## src/hw/card_status_defs.svh

```systemverilog
// Offsets, field positions, reset values for the card status block.
// Assumes inclusion by the top module, the property module and the bench.
`ifndef CARD_STATUS_DEFS_SVH
`define CARD_STATUS_DEFS_SVH

// ----------------------------------------
// Register offsets (byte addresses)
// ----------------------------------------
`define REG_STATUS_OFF   12'h000
`define REG_EVENT_OFF    12'h004
`define REG_MASK_OFF     12'h008
`define REG_MODE_OFF     12'h00c

// ----------------------------------------
// Field positions, per socket byte
// ----------------------------------------
`define SOCK_B_SHIFT     8
`define FLD_INSERTED     0
`define FLD_BAT_GOOD     1
`define FLD_BAT_WEAK     2
`define FLD_BAT_DEAD     3
`define FLD_CARD_STATUS_CHANGE_IN       4
`define FLD_SPEAKER      5
`define EVT_INSERT       0
`define EVT_BAT          1
`define EVT_CARD_STATUS_CHANGE_IN       2
`define MODE_IO          0

// ----------------------------------------
// Reset values
// ----------------------------------------
`define EVENT_RST        32'h0000_0000
`define MASK_RST         32'h0000_0000
`define MODE_RST         32'h0000_0000

// ----------------------------------------
// Bus responses
// ----------------------------------------
`define RESP_OKAY        2'h0
`define RESP_SLVERR      2'h2

`endif

```

## src/hw/card_status_pkg.sv

```systemverilog
// Types shared by the card status block.
// Assumes card_status_defs.svh sits beside it.
package card_status_pkg;

	typedef enum logic [1:0] {
		BAT_GOOD,
		BAT_WEAK,
		BAT_DEAD
	} bat_state_t;

	// Raw, synchronised socket inputs
	typedef struct packed {
		logic batteryDetectOne;
		logic batteryDetectTwo;
		logic cardDetectOne;
		logic cardDetectTwo;
	} sock_pins_t;

	// Decoded socket view
	typedef struct packed {
		logic       inserted;
		bat_state_t battery;
		logic       statusChange;
		logic       speaker;
	} sock_view_t;

endpackage : card_status_pkg

```

## src/hw/pin_sync.sv

```systemverilog
// Two-flop synchroniser for a bundle of socket pins.
// Assumes pins are asynchronous to clk.
`timescale 1ns/1ps

module pin_sync
	import card_status_pkg::*;
(
	// Clock and reset
	input  wire logic       clk,
	input  wire logic       rstn,
	// Pins
	input  wire sock_pins_t pinIn,
	output sock_pins_t      pinOut
);

	sock_pins_t stage1;
	sock_pins_t next_stage1;
	sock_pins_t next_pinOut;

	// Idle level is high: no card, inputs pulled up
	always_comb begin
		next_stage1 = rstn ? pinIn : '1;
		next_pinOut = rstn ? stage1 : '1;
	end

	always_ff @(posedge clk) begin
		stage1 <= next_stage1;
		pinOut <= next_pinOut;
	end

endmodule : pin_sync

```

## src/hw/sock_decode.sv

```systemverilog
// Decodes one socket's synchronised status pins.
// Assumes inputs already synchronised; purely combinational.
`timescale 1ns/1ps

module sock_decode
	import card_status_pkg::*;
(
	// Pins and mode
	input  wire sock_pins_t pins,
	input  wire logic       ioMode,
	// Decoded view
	output sock_view_t      view
);

	always_comb begin
		view.inserted = ~pins.cardDetectOne & ~pins.cardDetectTwo;
		if (!pins.batteryDetectOne) begin
			view.battery = BAT_DEAD;
		end else if (!pins.batteryDetectTwo) begin
			view.battery = BAT_WEAK;
		end else begin
			view.battery = BAT_GOOD;
		end
		// Shared pin means status change only in I/O mode
		view.statusChange = ioMode & ~pins.batteryDetectOne;
		// No card means no I/O configuration, so no speaker
		view.speaker = ioMode & view.inserted &
			pins.batteryDetectTwo;
	end

endmodule : sock_decode

```

## src/hw/card_status_top.sv

```systemverilog
// Contract
// - Both battery detect inputs high decodes as battery good.
// - Detect two low with detect one high decodes as battery weak.
// - Detect one low decodes as battery dead, memory lost.
// - Detect two is speaker only when card and socket in I/O mode.
// - Speaker signals of both sockets merge into one output.
//
// Top of the two-socket card status block with AXI4-Lite registers.
// Assumes one clock, synchronous active-low reset, pins asynchronous.
//
// Our own choices: the AXI4-Lite interface to the registers and the placing of the registers.
`timescale 1ns/1ps
`include "card_status_defs.svh"

module card_status_top
	import card_status_pkg::*;
(
	// Clock and reset
	input  wire logic        clk,
	input  wire logic        rstn,
	// Socket A pins
	input  wire logic        aBatteryDetectOne,
	input  wire logic        aBatteryDetectTwo,
	input  wire logic        aCardDetectOne,
	input  wire logic        aCardDetectTwo,
	// Socket B pins
	input  wire logic        bBatteryDetectOne,
	input  wire logic        bBatteryDetectTwo,
	input  wire logic        bCardDetectOne,
	input  wire logic        bCardDetectTwo,
	// Outputs
	output logic             combinedSpeakerOut,
	output logic             irq,
	// AXI4-Lite write address
	input  wire logic [11:0] s_axi_awaddr,
	input  wire logic        s_axi_awvalid,
	output logic             s_axi_awready,
	// AXI4-Lite write data
	input  wire logic [31:0] s_axi_wdata,
	input  wire logic [3:0]  s_axi_wstrb,
	input  wire logic        s_axi_wvalid,
	output logic             s_axi_wready,
	// AXI4-Lite write response
	output logic [1:0]       s_axi_bresp,
	output logic             s_axi_bvalid,
	input  wire logic        s_axi_bready,
	// AXI4-Lite read address
	input  wire logic [11:0] s_axi_araddr,
	input  wire logic        s_axi_arvalid,
	output logic             s_axi_arready,
	// AXI4-Lite read data
	output logic [31:0]      s_axi_rdata,
	output logic [1:0]       s_axi_rresp,
	output logic             s_axi_rvalid,
	input  wire logic        s_axi_rready
);

	// ----------------------------------------
	// Helpers
	// ----------------------------------------
	function automatic logic isMapped(input logic [11:0] a);
		return a == `REG_STATUS_OFF || a == `REG_EVENT_OFF ||
			a == `REG_MASK_OFF || a == `REG_MODE_OFF;
	endfunction : isMapped

	function automatic logic [7:0] sockStatus(input sock_view_t v);
		logic [7:0] s;
		s = 8'h00;
		s[`FLD_INSERTED] = v.inserted;
		s[`FLD_BAT_GOOD] = v.battery == BAT_GOOD;
		s[`FLD_BAT_WEAK] = v.battery == BAT_WEAK;
		s[`FLD_BAT_DEAD] = v.battery == BAT_DEAD;
		s[`FLD_CARD_STATUS_CHANGE_IN]   = v.statusChange;
		s[`FLD_SPEAKER]  = v.speaker;
		return s;
	endfunction : sockStatus

	function automatic logic [31:0] byteMask(input logic [3:0] strb);
		logic [31:0] m;
		m = 32'h0000_0000;
		for (int i = 0; i < 4; i++) begin
			m[i*8 +: 8] = {8{strb[i]}};
		end
		return m;
	endfunction : byteMask

	// ----------------------------------------
	// Synchronise and decode both sockets
	// ----------------------------------------
	sock_pins_t rawPins [2];
	sock_pins_t syncPins [2];
	sock_view_t view [2];
	sock_view_t prevView [2];
	sock_view_t next_prevView [2];
	logic [31:0] mode;

	assign rawPins[0] = '{aBatteryDetectOne, aBatteryDetectTwo,
		aCardDetectOne, aCardDetectTwo};
	assign rawPins[1] = '{bBatteryDetectOne, bBatteryDetectTwo,
		bCardDetectOne, bCardDetectTwo};

	// Pins cross into clk here; nothing downstream sees them raw
	for (genvar s = 0; s < 2; s++) begin : gSock
		pin_sync uSync (
			.clk    (clk),
			.rstn   (rstn),
			.pinIn  (rawPins[s]),
			.pinOut (syncPins[s])
		);
		sock_decode uDec (
			.pins   (syncPins[s]),
			.ioMode (mode[`MODE_IO + s*`SOCK_B_SHIFT]),
			.view   (view[s])
		);
	end

	// ----------------------------------------
	// Status, events, mask, interrupt
	// ----------------------------------------
	logic [31:0] status;
	logic [31:0] events;
	logic [31:0] mask;
	logic [31:0] evtHit;
	logic [31:0] evtClr;
	logic [31:0] next_events;
	logic [31:0] next_mask;
	logic [31:0] next_mode;
	logic        next_irq;
	logic        next_speaker;

	always_comb begin
		status = {16'h0000, sockStatus(view[1]), sockStatus(view[0])};
		evtHit = 32'h0000_0000;
		for (int s = 0; s < 2; s++) begin
			evtHit[`EVT_INSERT + s*`SOCK_B_SHIFT] =
				view[s].inserted != prevView[s].inserted;
			evtHit[`EVT_BAT + s*`SOCK_B_SHIFT] =
				view[s].battery != prevView[s].battery;
			// Status change or ring asserts low on the shared pin
			evtHit[`EVT_CARD_STATUS_CHANGE_IN + s*`SOCK_B_SHIFT] =
				view[s].statusChange & ~prevView[s].statusChange;
		end
		// Set beats clear so a coincident event is never lost
		next_events  = (events & ~evtClr) | evtHit;
		next_irq     = |(next_events & next_mask);
		// XOR keeps either card audible; equal tones from both cancel
		next_speaker = view[0].speaker ^ view[1].speaker;
		for (int s = 0; s < 2; s++) begin
			next_prevView[s] = view[s];
		end
	end

	// ----------------------------------------
	// Event, interrupt and speaker registers
	// ----------------------------------------
	always_ff @(posedge clk) begin
		if (!rstn) begin
			events             <= `EVENT_RST;
			irq                <= 1'b0;
			combinedSpeakerOut <= 1'b0;
			// Match the idle synchroniser view: no spurious first event
			prevView[0]        <= '{1'b0, BAT_GOOD, 1'b0, 1'b0};
			prevView[1]        <= '{1'b0, BAT_GOOD, 1'b0, 1'b0};
		end else begin
			events             <= next_events;
			irq                <= next_irq;
			combinedSpeakerOut <= next_speaker;
			prevView[0]        <= next_prevView[0];
			prevView[1]        <= next_prevView[1];
		end
	end

	// ----------------------------------------
	// AXI4-Lite slave
	// ----------------------------------------
	logic [11:0] awAddr;
	logic        awHeld;
	logic [31:0] wData;
	logic [3:0]  wStrb;
	logic        wHeld;
	logic [11:0] next_awAddr;
	logic        next_awHeld;
	logic [31:0] next_wData;
	logic [3:0]  next_wStrb;
	logic        next_wHeld;
	logic        next_bvalid;
	logic [1:0]  next_bresp;
	logic        next_awready;
	logic        next_wready;
	logic        next_arready;
	logic        next_rvalid;
	logic [31:0] next_rdata;
	logic [1:0]  next_rresp;
	logic        doWrite;
	logic [31:0] wm;

	always_comb begin
		next_awAddr  = awAddr;
		next_awHeld  = awHeld;
		next_wData   = wData;
		next_wStrb   = wStrb;
		next_wHeld   = wHeld;
		next_bvalid  = s_axi_bvalid;
		next_bresp   = s_axi_bresp;
		next_rvalid  = s_axi_rvalid;
		next_rdata   = s_axi_rdata;
		next_rresp   = s_axi_rresp;
		next_mask    = mask;
		next_mode    = mode;
		evtClr       = 32'h0000_0000;
		doWrite      = 1'b0;
		wm           = byteMask(wStrb);
		if (s_axi_awvalid && s_axi_awready) begin
			next_awAddr = s_axi_awaddr;
			next_awHeld = 1'b1;
		end
		if (s_axi_wvalid && s_axi_wready) begin
			next_wData = s_axi_wdata;
			next_wStrb = s_axi_wstrb;
			next_wHeld = 1'b1;
		end
		// Commit one cycle after both halves are held
		if (awHeld && wHeld && !s_axi_bvalid) begin
			doWrite     = 1'b1;
			next_awHeld = 1'b0;
			next_wHeld  = 1'b0;
			next_bvalid = 1'b1;
			next_bresp  = isMapped(awAddr) ? `RESP_OKAY : `RESP_SLVERR;
		end
		// Writes to the status word are answered but change nothing
		if (doWrite) begin
			unique case (awAddr)
				`REG_EVENT_OFF: evtClr = wData & wm;
				`REG_MASK_OFF:  next_mask = (mask & ~wm) | (wData & wm);
				`REG_MODE_OFF:  next_mode = (mode & ~wm) | (wData & wm);
				default: ;
			endcase
		end
		if (s_axi_bvalid && s_axi_bready) begin
			next_bvalid = 1'b0;
		end
		next_awready = !next_awHeld && !next_bvalid;
		next_wready  = !next_wHeld && !next_bvalid;
		if (s_axi_arvalid && s_axi_arready) begin
			next_rvalid = 1'b1;
			next_rresp  = isMapped(s_axi_araddr) ? `RESP_OKAY : `RESP_SLVERR;
			unique case (s_axi_araddr)
				`REG_STATUS_OFF: next_rdata = status;
				`REG_EVENT_OFF:  next_rdata = events;
				`REG_MASK_OFF:   next_rdata = mask;
				`REG_MODE_OFF:   next_rdata = mode;
				default:         next_rdata = 32'h0000_0000;
			endcase
		end else if (s_axi_rvalid && s_axi_rready) begin
			next_rvalid = 1'b0;
		end
		next_arready = !next_rvalid;
	end

	// ----------------------------------------
	// Bus and control registers
	// ----------------------------------------
	always_ff @(posedge clk) begin
		if (!rstn) begin
			awAddr             <= 12'h000;
			awHeld             <= 1'b0;
			wData              <= 32'h0000_0000;
			wStrb              <= 4'h0;
			wHeld              <= 1'b0;
			s_axi_awready      <= 1'b0;
			s_axi_wready       <= 1'b0;
			s_axi_bvalid       <= 1'b0;
			s_axi_bresp        <= `RESP_OKAY;
			s_axi_arready      <= 1'b0;
			s_axi_rvalid       <= 1'b0;
			s_axi_rdata        <= 32'h0000_0000;
			s_axi_rresp        <= `RESP_OKAY;
			mask               <= `MASK_RST;
			mode               <= `MODE_RST;
		end else begin
			awAddr             <= next_awAddr;
			awHeld             <= next_awHeld;
			wData              <= next_wData;
			wStrb              <= next_wStrb;
			wHeld              <= next_wHeld;
			s_axi_awready      <= next_awready;
			s_axi_wready       <= next_wready;
			s_axi_bvalid       <= next_bvalid;
			s_axi_bresp        <= next_bresp;
			s_axi_arready      <= next_arready;
			s_axi_rvalid       <= next_rvalid;
			s_axi_rdata        <= next_rdata;
			s_axi_rresp        <= next_rresp;
			mask               <= next_mask;
			mode               <= next_mode;
		end
	end

endmodule : card_status_top

```

## config.mk

```make
export PLATFORM = sky130hd
export DESIGN_NAME = card_status_top
export DESIGN_NICKNAME = d
export VERILOG_FILES = /design/src/hw/card_status_pkg.sv /design/src/hw/pin_sync.sv /design/src/hw/sock_decode.sv /design/src/hw/card_status_top.sv
export VERILOG_INCLUDE_DIRS = /design/src /design/src/hw
export SDC_FILE = /design/constraint.sdc
export NUM_CORES = 1
export LEC_CHECK = 0
export BUFFER_PORTS_ARGS = -buffer_cell sky130_fd_sc_hd__buf_2
export CAP_MARGIN = 25
export CORE_MARGIN = 1.5
export CORE_UTILIZATION = 45
export CTS_CLUSTER_DIAMETER = 50
export CTS_CLUSTER_SIZE = 16
export DETAILED_ROUTE_END_ITERATION = 16
export HOLD_SLACK_MARGIN = 0.08
export PLACE_DENSITY_LB_ADDON = 0.08
export SLEW_MARGIN = 20
export SYNTH_ARGS = -nofsm -noshare
export SYNTH_HDL_FRONTEND = slang
export SYNTH_HIERARCHICAL = 1
export SYNTH_SLANG_ARGS = --single-unit
```

## constraint.sdc

```tcl
create_clock -name clk -period 4.4 [get_ports clk]
set_input_delay 0.66 -clock clk [delete_from_list [all_inputs] [get_ports clk]]
set_output_delay 0.66 -clock clk [all_outputs]
set_load 0.005 [all_outputs]
```

* Yosys cells after proc, flatten, opt, wreduce, memory -nomap -nowiden *
Memory sizes are Yosys's and may differ from the RTL's.
Index checks and enable logic that the tools add are counted.
W data, S select, Z words.

word-level totals
  flip-flop bits (word level) = 205
  latch bits = 0
  bits in writable memories = 10
  ROM bits = 0
  input bits = 75
  output and inout port bits = 43
  word-level logic and storage cells = 130
  memories kept = 1

cells by class
  add/subtract/negate cells = 0
  $mul = 0
  div/mod/pow operators = 0
  $lt $le $gt $ge = 0
  eq/ne operators = 14
  shift-type cells = 0
  multiplexer cells = 24
  bitwise logic cells = 31
  reduce and logical (&&, ||, !) cells = 26

memories
  name      words  bits a word  rd ports  clocked after memory_dff  wr ports  line                   RTL
  prevView  2      5            2         0                         2         card_status_top.sv:93  sock_view_t prevView [2];

operator list
  operator               count
  $and A32 B32 Y32       5
  $mux W32               4
  $pmux W32 S4           1
  $not A32 Y32           2
  $or A32 B32 Y32        2
  $eq A12 B4 Y1 const B  4
  $or A32 B11 Y32        1
  $reduce_or A32 Y1      1
  $eq A12 B3 Y1 const B  2
  $logic_not A12 Y1      2
  $mux W1                13
  $and A1 B1 Y1          10
  $mux W5                2
  $logic_and A1 B1 Y1    9
  $mux W2                4
  $not A1 Y1             8
  $logic_or A1 B1 Y1     6
  $logic_not A1 Y1       5
  $eq A2 B1 Y1 const B   2
  $eq A2 B2 Y1 const B   2
  $logic_not A2 Y1       2
  $ne A2 B2 Y1           2
  $ne A1 B1 Y1           2
  $or A1 B1 Y1           2
  2 further kinds        2

* Logic depth before layout (Yosys ltp) *
Gate-level depths: netlist of run 1.

  depth in word-level cells = 9
  depth in mapped cells = 7

* By module *
The synthesis of run 1 kept the hierarchy.

by module, submodules not included
  module           instances  cells each  area an instance (µm²)  seq. area each (µm²)
  card_status_top  1          902         7806.2                  3903.7
  pin_sync         2          16          210.2                   160.2
  sock_decode      2          5           32.5                    0.0

* Worst setup path before layout of run 1 *
OpenSTA, ideal clock, no wires.

  kind = input port to flip-flop
  start = input s_axi_araddr[2]
  end = register s_axi_rdata[22]
  library setup time = 0.128 ns
  arrival time = 2.138 ns
  path slack = 2.135 ns
  stages = 7
  cells stage by stage = clkbuf_1 -> clkbuf_1 -> mux2_2 -> a22oi_1 -> nor3_1 -> a21oi_1 -> nor2_1

between the ends
  word-level cells in the longest chain between the ends = 2
  elaborated cells on any way between the ends = 5
  classes of those cells = eq/ne (3); mux (1); reduce/logical (1)

RTL lines
  element                                line                    RTL
  start, declared                        card_status_top.sv:48   input wire logic [11:0] s_axi_araddr,
  $eq A12 B4 Y1 (tied with other cells)  card_status_top.sv:247  unique case (s_axi_araddr)
  $pmux W32 S4 *                         card_status_top.sv:247
  end signal, assigned                   card_status_top.sv:292  s_axi_rdata <= next_rdata;
  end, declared                          card_status_top.sv:52   output logic [31:0] s_axi_rdata,

Every way passes the cells marked *; elsewhere a longest branch is shown, timed or not.
A chain may end at the register's enable or synchronous reset.

* Worst setup path after layout of run 1 *
  start = register awAddr[3]
  end = register irq

between the ends
  word-level cells in the longest chain between the ends = 8
  elaborated cells on any way between the ends = 11
  classes of those cells = eq/ne (2); mux (4); bitwise (4); reduce/logical (1)

RTL lines
  element                 line                    RTL
  start, declared         card_status_top.sv:176  logic [11:0] awAddr;
  start signal, assigned  card_status_top.sv:281  awAddr <= next_awAddr;
  $eq A12 B3 Y1           card_status_top.sv:232  unique case (awAddr)
  $mux W32                card_status_top.sv:232
  $mux W32                card_status_top.sv:231  if (doWrite) begin
  $not A32 Y32            card_status_top.sv:144  next_events = (events & ~evtClr) | evtHit;
  $and A32 B32 Y32        card_status_top.sv:144
  $or A32 B11 Y32         card_status_top.sv:144
  $and A32 B32 Y32 *      card_status_top.sv:145  next_irq = |(next_events & next_mask);
  $reduce_or A32 Y1 *     card_status_top.sv:145
  end signal, assigned    card_status_top.sv:166  irq <= next_irq;
  end, declared           card_status_top.sv:33   output logic irq,

Marked as above.

==> impl.org, run 1 <==
** Global route
- All-Layer GR Usage :: 0.226
- The first global-routing pass estimated 35200 microns of wire.
- The initial antenna violation count was 1.
- Maximum number of pins on one net before global-route repair :: 74
- Via count of the first global-routing pass :: roughly 6400
- Total grt overflow :: 0

** Synth
- Each instance of the synthesized netlist takes up on average slightly below 9 sq um.
- Sequential cell area fraction in the yosys report :: 0.509
- The area fraction in compound gates after synthesis is 0.129.
- The number of different library cells used by synthesis comes to 38.
- The cell area that synthesis handed to floorplanning was 8290 sq um.
- The portion of synthesized area spent on multiplexers is 0.0966.
- Area share of and/or/nand/nor cells after synthesis :: 0.215
- Counting every instance in the synthesized netlist gives approximately 940.
- Counting flops and latches in the post-synthesis netlist gives approximately 210.
- XOR/XNOR Fraction of Synth Area :: 0.00739
- For this run, the number of Yosys warnings is 6.
- After synthesis, the largest family of logic cells by area is simple AND/OR/NAND/NOR gates.
- Post-synthesis adder-cell area fraction :: 0

** CTS
- Buffer depth of the longest clock path :: 3
- Clock latency on the worst-skew pair :: ~0.52 ns
- Clock tree sinks :: approximately 210
- Number of CTS-inserted buffers :: 24
- Number of hold buffers added after CTS :: 0
- Clock-pin slew was measured on the worst setup and hold paths at approximately 0.070 ns.
- Setup fix buffers added after clock tree synthesis :: 0
- In this run the number of H-tree levels came out at 1.
- Clock tree synthesis selected as its root buffer the cell sky130_fd_sc_hd__clkbuf_16.
- TritonCTS clock tree :: yes
- Number of gates given a new drive strength after cts :: 0

** Pwr
- Logic gate share of total power :: 0.053
- Switching power :: ~1.1 mW
- Pwr per Cell Area :: roughly 430 nW/um^2
- For this design the static power due to leakage is a little over 4 nW.
- Proportion of total power due to net switching :: 0.248
- Internal power :: roughly 3.2 mW
- IR drop worst, VDD :: around 0.00035 V
- Of the total power, the clock network draws 0.482.
- Sequential fraction of design power :: 0.464

** Routing
- Remaining number of nets flagged by the antenna check after routing :: 0
- For this block, the routed nets add up to 21900 microns of wire.
- Via density per instance :: 5.33
- Dividing the detail-routed wire length by the instance count gives 17.0 microns.
- Wire length on met2 :: 9390 microns
- Detailed-routing wirelength on met1 :: 11100 microns
- First drt pass iteration count :: 5
- Detailed routing placed a total of ~1000 microns of wire on met3.
- After detailed routing, the number of remaining DRC violations is 0.
- The detailed router placed approximately 6900 vias in this run.
- The first routing iteration left between 400 and 500 violations.
- Max Used Layer :: met4

** Critical path
- Critical path endpoint category :: register
- The setup path with the least slack is of type register to register.
- Crit-path leading delay family :: simple AND/OR/NAND/NOR gates
- Along the worst path, the maximum fanout reaches 8.
- At the worst endpoint, the arrival time is roughly 3.3 ns.
- Counting both buffers and inverters, the worst setup path holds a total of 0.
- The signal on the critical path passes through nor4b_1, nand4_1, a221oi_2, o22ai_1, nor4_1, a41oi_1.
- Startpoint class of the critical path :: register
- The largest single stage delay on the critical path is around 0.7 ns.
- CP Data Required Time :: about 4.8 ns
- Slowest stage cell on the critical path :: sky130_fd_sc_hd__nor4b_1

** Final layout
- Most frequent cells in the layout :: sky130_fd_sc_hd__dfxtp_1, sky130_fd_sc_hd__nand2_1, sky130_fd_sc_hd__buf_2
- Most common cell after layout, fill and taps aside :: sky130_fd_sc_hd__dfxtp_1
- Antenna diode count :: 0
- In the final layout, the share of cells above drive strength 1 is 0.204.
- Total Nets Final :: between 1000 and 1500
- The filler cells instantiated in the layout total ~1700.
- Area grow syn2layout :: 19.1%
- Once layout is complete, the utilization of the core stands at 0.548.

** Placed design
- Port Buf Inserts :: ~120
- Post-detailed-placement half-perimeter wirelength :: 14600 microns
- Weighted congestion at the end of routability-driven global placement :: just under 0.8

** STA
- Adding up every negative setup slack in the final design gives 0 ns.
- Setup violations remaining at the end of the flow were counted as 0.
- For the pin with the worst max-slew slack, the measured transition is roughly 0.90 ns.
- Counting I/O delays and the setup requirement, the final critical path takes a little under 3 ns.
- Final-report hold violation count :: 0
- Share of the cycle needed by the critical path after routing :: 0.667
- Tightest hold margin :: about 0.31 ns
- Number of max-slew violations in the final report :: 0
- The clock arrives with ~0.020 ns of skew.
- Setup repair after global routing left no endpoint under its margin.
- For this run, the top clock speed supported by timing is roughly 340 MHz.
- Measured against its own limit, the worst slew margin works out to 0.395.

** Floorplanning
- # rows :: just under 50
- The initial utilization of the core area, before any placement, comes to 0.460.
- The die is between 100 and 150 microns tall.
- Measured along the x axis, the die boundary spans about 140 microns.
- The floorplan step defined a die boundary enclosing approximately 19000 sq um.
- The core region is 18000 sq um.
- In this run the count of I/O pins placed on the die edge is between 100 and 150.

** Run
- Across the run, the number of max-cap violations was 0.

** Worst hold path
- The tightest min-delay check is of the input pin to register type.

** Status
- Status :: complete, no violations
-- worst register-to-register path, cell delays in order, from the launching register on --
cell and delay (ns):
sky130_fd_sc_hd__dfxtp_1 0.34, sky130_fd_sc_hd__nor4b_1 0.68, sky130_fd_sc_hd__nand4_1 0.60, sky130_fd_sc_hd__a221oi_2 0.45, sky130_fd_sc_hd__o22ai_1 0.12, sky130_fd_sc_hd__nor4_1 0.40
sky130_fd_sc_hd__a41oi_1 0.17
-- area by class of cell --
type | instances | area, sq um | area share
Clock buffer | 25 | 626 | 0.0634
Clock inverter | 17 | 198 | 0.0200
Multi-Input combinational cell | 644 | 3730 | 0.378
Timing Repair Buffer | 129 | 681 | 0.0689
Tap cell | 229 | 287 | 0.0290
Inverter | 33 | 126 | 0.0128
Sequential cell | 211 | 4220 | 0.428
-- synthesized netlist by cell type --
cell | count | area share
sky130_fd_sc_hd__a21oi_1 | 113 | 0.068
sky130_fd_sc_hd__a221oi_1 | 2 | 0.0021
sky130_fd_sc_hd__a221oi_2 | 2 | 0.0036
sky130_fd_sc_hd__a22oi_1 | 26 | 0.024
sky130_fd_sc_hd__a41oi_1 | 1 | 0.0011
sky130_fd_sc_hd__and2_0 | 1 | 0.00075
sky130_fd_sc_hd__and2_1 | 9 | 0.0068
sky130_fd_sc_hd__and3_1 | 1 | 0.00075
sky130_fd_sc_hd__and4b_1 | 4 | 0.0048
sky130_fd_sc_hd__and4bb_2 | 2 | 0.0030
sky130_fd_sc_hd__buf_1 | 4 | 0.0018
sky130_fd_sc_hd__buf_2 | 4 | 0.0024
sky130_fd_sc_hd__buf_4 | 2 | 0.0018
sky130_fd_sc_hd__clkbuf_1 | 47 | 0.021
sky130_fd_sc_hd__conb_1 | 1 | 0.00045
sky130_fd_sc_hd__dfxtp_1 | 211 | 0.51
sky130_fd_sc_hd__inv_1 | 33 | 0.015
sky130_fd_sc_hd__mux2_2 | 20 | 0.027
sky130_fd_sc_hd__mux2i_1 | 35 | 0.042
sky130_fd_sc_hd__mux4_2 | 10 | 0.027
sky130_fd_sc_hd__nand2_1 | 140 | 0.063
sky130_fd_sc_hd__nand2b_1 | 18 | 0.014
sky130_fd_sc_hd__nand3_1 | 36 | 0.022
sky130_fd_sc_hd__nand3b_1 | 1 | 0.00091
sky130_fd_sc_hd__nand4_1 | 4 | 0.0030
sky130_fd_sc_hd__nand4_2 | 4 | 0.0060
sky130_fd_sc_hd__nor2_1 | 111 | 0.050
sky130_fd_sc_hd__nor2b_1 | 9 | 0.0068
sky130_fd_sc_hd__nor3_1 | 23 | 0.014
sky130_fd_sc_hd__nor3_2 | 1 | 0.0012
sky130_fd_sc_hd__nor3b_1 | 6 | 0.0054
sky130_fd_sc_hd__nor4_1 | 6 | 0.0045
sky130_fd_sc_hd__nor4_4 | 2 | 0.0051
sky130_fd_sc_hd__nor4b_1 | 1 | 0.0011
sky130_fd_sc_hd__nor4b_2 | 1 | 0.0018
sky130_fd_sc_hd__o21ai_0 | 28 | 0.017
sky130_fd_sc_hd__o22ai_1 | 18 | 0.014
sky130_fd_sc_hd__xnor2_1 | 7 | 0.0074
-- cell families after synthesis --
family / Yosys count
buffers and inverters: 90
DFF: 211
xor gates and xnor gates: 7
AOI/OAI and AO/OA: 190
muxes: 65
and+or+nand+nor: 380
other: 1
-- power by group through the flow --
stage	Combinational (mW)	Sequential (mW)	Clock [mW]
floorplan	0.152	2.02	0
global placement	0.228	2.03	0
detailed placement	0.229	2.03	0
CTS	0.230	1.99	2.10
global route	0.255	2.00	2.17
finish	0.228	1.99	2.07
-- layer usage --
layer	vias to the layer above	GRT usage
met4	0	0.0543
met3	30	0.0304
met5	-	0
li1	3450	-
met1	3190	0.340
met2	192	0.342
-- path summary, 6_finish.rpt --
kind,start,to,slack (ns),depth (start not counted)
worst max register to register,awAddr[3],irq,1.47,6
worst min register to register,gSock[0].uSync/stage1[3],gSock[0].uSync/pinOut[3],0.40,1
worst min-delay path,bBatteryDetectOne,gSock[1].uSync/stage1[3],0.31,2
worst max-delay path,awAddr[3],irq,1.47,6
-- through the flow --
| step | total power, mW | instances | cell area [sq um] | setup slack (ns) |
|---|---|---|---|---|
| floorplan | 2.17 | 945 | 8300 | 2.13 |
| global placement | 2.26 | 1246 | 9050 | 1.64 |
| detailed placement | 2.26 | 1246 | 9050 | 1.57 |
| CTS | 4.32 | 1288 | 9870 | 1.54 |
| global route | 4.42 | 1288 | 9870 | 1.21 |
| finish | 4.29 | 1288 | 9870 | 1.47 |
Note: power is estimated with default switching activity, not from simulation.
==> inputs of run 2 (changes only) <==
Clock period 4.4 ns to 2.4 ns, I/O delays scaled along.
==> run 2 against run 1 <==
Clock skew shrank 0.0076 ns. Fmax grew 26%. Largest cell class unchanged. Sequential share of layout area shrank 1.6 points. Power grew 79%. Hold slack lost 0.22 ns. Utilization grew 2.2 points. Combinational power grew 110%. Die area is the same. Non-clock buffer count grew 39.
==> impl.org, run 2 (synthesis results as in run 1) <==
** Critical path
- The endpoint arrival time on the critical path was 2.68 ns (-0.60 ns).
- The maximum cell stage delay along the critical path is 0.39 ns (-0.29 ns).
- The worst setup path is captured at a register.
- Slowest stage cell on the critical path :: sky130_fd_sc_hd__nor4b_4
- The signal on the critical path passes through nor4b_4, buf_4, nand4_4, buf_4, mux2i_1, o22ai_1, nor4_1, buf_4, a41oi_1.
- Critical path start-end classification :: register to register
- CP Data Required Time :: 2.75 ns (-2.00 ns)
- Counting stages on the worst path, the most repeated cell is sky130_fd_sc_hd__buf_4.
- The worst setup path is launched from a register.
- Peak fanout along the critical path :: 5 (-3)

** Placed design
- The number of port buffers was 115 (unchanged).
- The last weighted congestion value of the routability-driven placer was 0.842 (+7.0%).
- The area after detailed placement came to 9280 sq um (+2.5%).
- The half-perimeter wire length of the detailed placement result was 15000 microns (+2.8%).
- The post-placement worst setup slack was -0.0830 ns (-1.65 ns).

** Pwr
- The switching power is 1.84 mW (+73%).
- The worst voltage drop across the vdd grid was 0.000561 V (+62%).
- The combinational fraction of design power came to 0.062 (+0.009).
- The power density relative to cell area is 748 nW/um^2 (+72%).
- The internal power came to 5.84 mW (+81%).
- The power share of the sequential group is 0.475 (+0.011).
- Clock power share :: 0.463 (-0.019)
- The leakage power of the design came to 4.16 nW (+2.5%).
- Proportion of total power due to net switching :: 0.239 (-0.00863)

** Run
- The max-capacitance violation count came to 0 (unchanged).

** Status
- Status :: complete, no violations

** CTS
- Number of CTS-inserted buffers :: 22 (-8.3%)
- Clock-pin transition on the worst setup and hold timing paths :: 0.07 ns (about the same)
- Clock root buffer :: sky130_fd_sc_hd__clkbuf_16
- Clock tree sinks :: 211 (unchanged)
- The number of buffers on the longest clock path is 3 (unchanged).
- The clock latency on the worst-skew pair was 0.50 ns (-0.02 ns).
- The total number of H-tree levels was 1 (unchanged).
- TritonCTS clock tree :: yes

** Routing
- The length of the first detailed-routing pass in iterations was 5 (unchanged).
- The total via count in the routed design was 6940 (+1.1%).
- Detailed-route DRC error count :: 0 (unchanged)
- The aggregate routed wire length is 21600 microns (-1.6%).
- Via density per instance :: 5.25 (-1.5%)
- The post-detailed-route wirelength per cell came to 16.3 microns (-4.2%).
- Number of DRC violations after detailed-routing iteration 0 :: 362 (-15%)
- The final antenna-violating net count came to 0 (unchanged).

** Global route
- Antenna violations before repair :: 1 (unchanged)
- Wire length of the first global-routing pass :: 34900 microns (-0.94%)
- Maximum number of pins on one net before global-route repair :: 68 (-8.1%)
- The via count of the first global-routing pass was 6620 (+3.3%).
- The total congestion overflow after global routing is 0 (unchanged).
- All-Layer GR Usage :: 0.221 (-0.00429)

** STA
- The number of max-slew violations in the final report is 0 (unchanged).
- The clock period minus worst slack was 2.33 ns (-0.608 ns).
- The number of hold violations in the final report was 0 (unchanged).
- Rel. slew slack :: 0.559 (+0.164)
- The count of final setup violators came to 0 (unchanged).
- Max Clock Freq :: 430 MHz (+26%)
- The slew at the pin closest to its max-slew limit was 0.660 ns (-0.243 ns).
- The final worst-path setup slack came to 0.0740 ns (-1.39 ns).
- The worst-case clock skew was 0.0127 ns (-0.00763 ns).
- Share of the cycle needed by the critical path after routing :: 0.969 (+0.302)

** Worst hold path
- Worst hold-check path type :: input pin to register

** Floorplanning
- The die footprint came to 19200 sq um (unchanged).
- The vertical die dimension came to 139 microns (unchanged).
- The top-level I/O count came to 118 (unchanged).
- The starting density of the core was 0.460 (unchanged).
- The width of the chip is 139 microns (unchanged).
- The core outline area is 18000 sq um (unchanged).
- # rows :: 49 (unchanged)

** Final layout
- Fraction of layout cells with a size suffix above 1 :: 0.224 (+0.0200)
- Area grow syn2layout :: 23.8%
- The cell area after layout was 10300 sq um (+4.0%).
- The total number of nets in the final design is 1155 (+3.3%).
- Antenna diode count :: 0 (unchanged)
- In the layout the commonest cells are sky130_fd_sc_hd__dfxtp_1, sky130_fd_sc_hd__nand2_1, sky130_fd_sc_hd__buf_2.
- Most common cell after layout, fill and taps aside :: sky130_fd_sc_hd__dfxtp_1
## run 2: area by class of cell
| class | count | area [sq um] |
|---|---|---|
| Clock buffer | 25 | 603 |
| Clock inverter | 13 | 171 |
| Fill cell | 1709 | 7760 |
| Inverter | 33 | 126 |
| Multi-Input combinational cell | 644 | 3790 |
| Sequential cell | 211 | 4220 |
| Tap cell | 229 | 287 |
| Timing Repair Buffer | 168 | 1070 |
## run 2: what timing repair did
action,4_1_cts,5_1_grt
hold endpoints to repair,9,0
buffers inserted,1,7
setup endpoints to repair,1,1
hold buffers,9,0
gates cloned,0,0
gates resized for setup,4,17
pin swaps,0,3
## run 2: path summary, 6_finish.rpt
path                            start                        to  slack, ns  cells after the start
max reg2reg                 awAddr[5]                       irq       0.07                      9
min                   s_axi_wdata[15]                 wData[15]       0.09                      3
max                         awAddr[5]                       irq       0.07                      9
min reg2reg  gSock[1].uSync/stage1[0]  gSock[1].uSync/pinOut[0]       0.40                      1
## run 2: worst max-delay path: cells and delay by family (launching register included)
family | cells | cell delay, ns
and+or+nand+nor | 3 | 0.89
buffers and inverters | 3 | 0.55
DFF | 1 | 0.36
AOI/OAI and AO/OA | 2 | 0.22
muxes | 1 | 0.18
## run 2: per-stage QoR
stage | util | power, mW | instances | setup TNS (ns) | hold WS (ns)
final | 0.569 | 7.68 | 1323 | 0 | 0.0936
after global routing | 0.569 | 7.94 | 1323 | -0.0207 | 0.0860
after CTS | 0.565 | 7.75 | 1316 | 0 | 0.0807
after detailed placement | 0.515 | 4.18 | 1268 | -0.0830 | 0.391
after global placement | 0.515 | 4.17 | 1268 | -0.0499 | 0.390
after floorplan | - | 3.98 | 945 | 0 | 0.386
## run 2: power by group through the flow
| stage | Sequential [mW] | Combinational, mW | Clock, mW |
|---|---|---|---|
| after floorplan | 3.70 | 0.278 | 0 |
| after global placement | 3.72 | 0.452 | 0 |
| after detailed placement | 3.72 | 0.454 | 0 |
| after CTS | 3.64 | 0.472 | 3.63 |
| after global routing | 3.65 | 0.527 | 3.77 |
| final | 3.65 | 0.475 | 3.56 |
## run 2: routing by layer
metal,track usage,up-vias,share of wire
li1,-,3515,-
met1,0.323,3215,0.50
met2,0.342,178,0.43
met3,0.0363,30,0.051
met4,0.0570,2,0.016
met5,0,-,0.00060
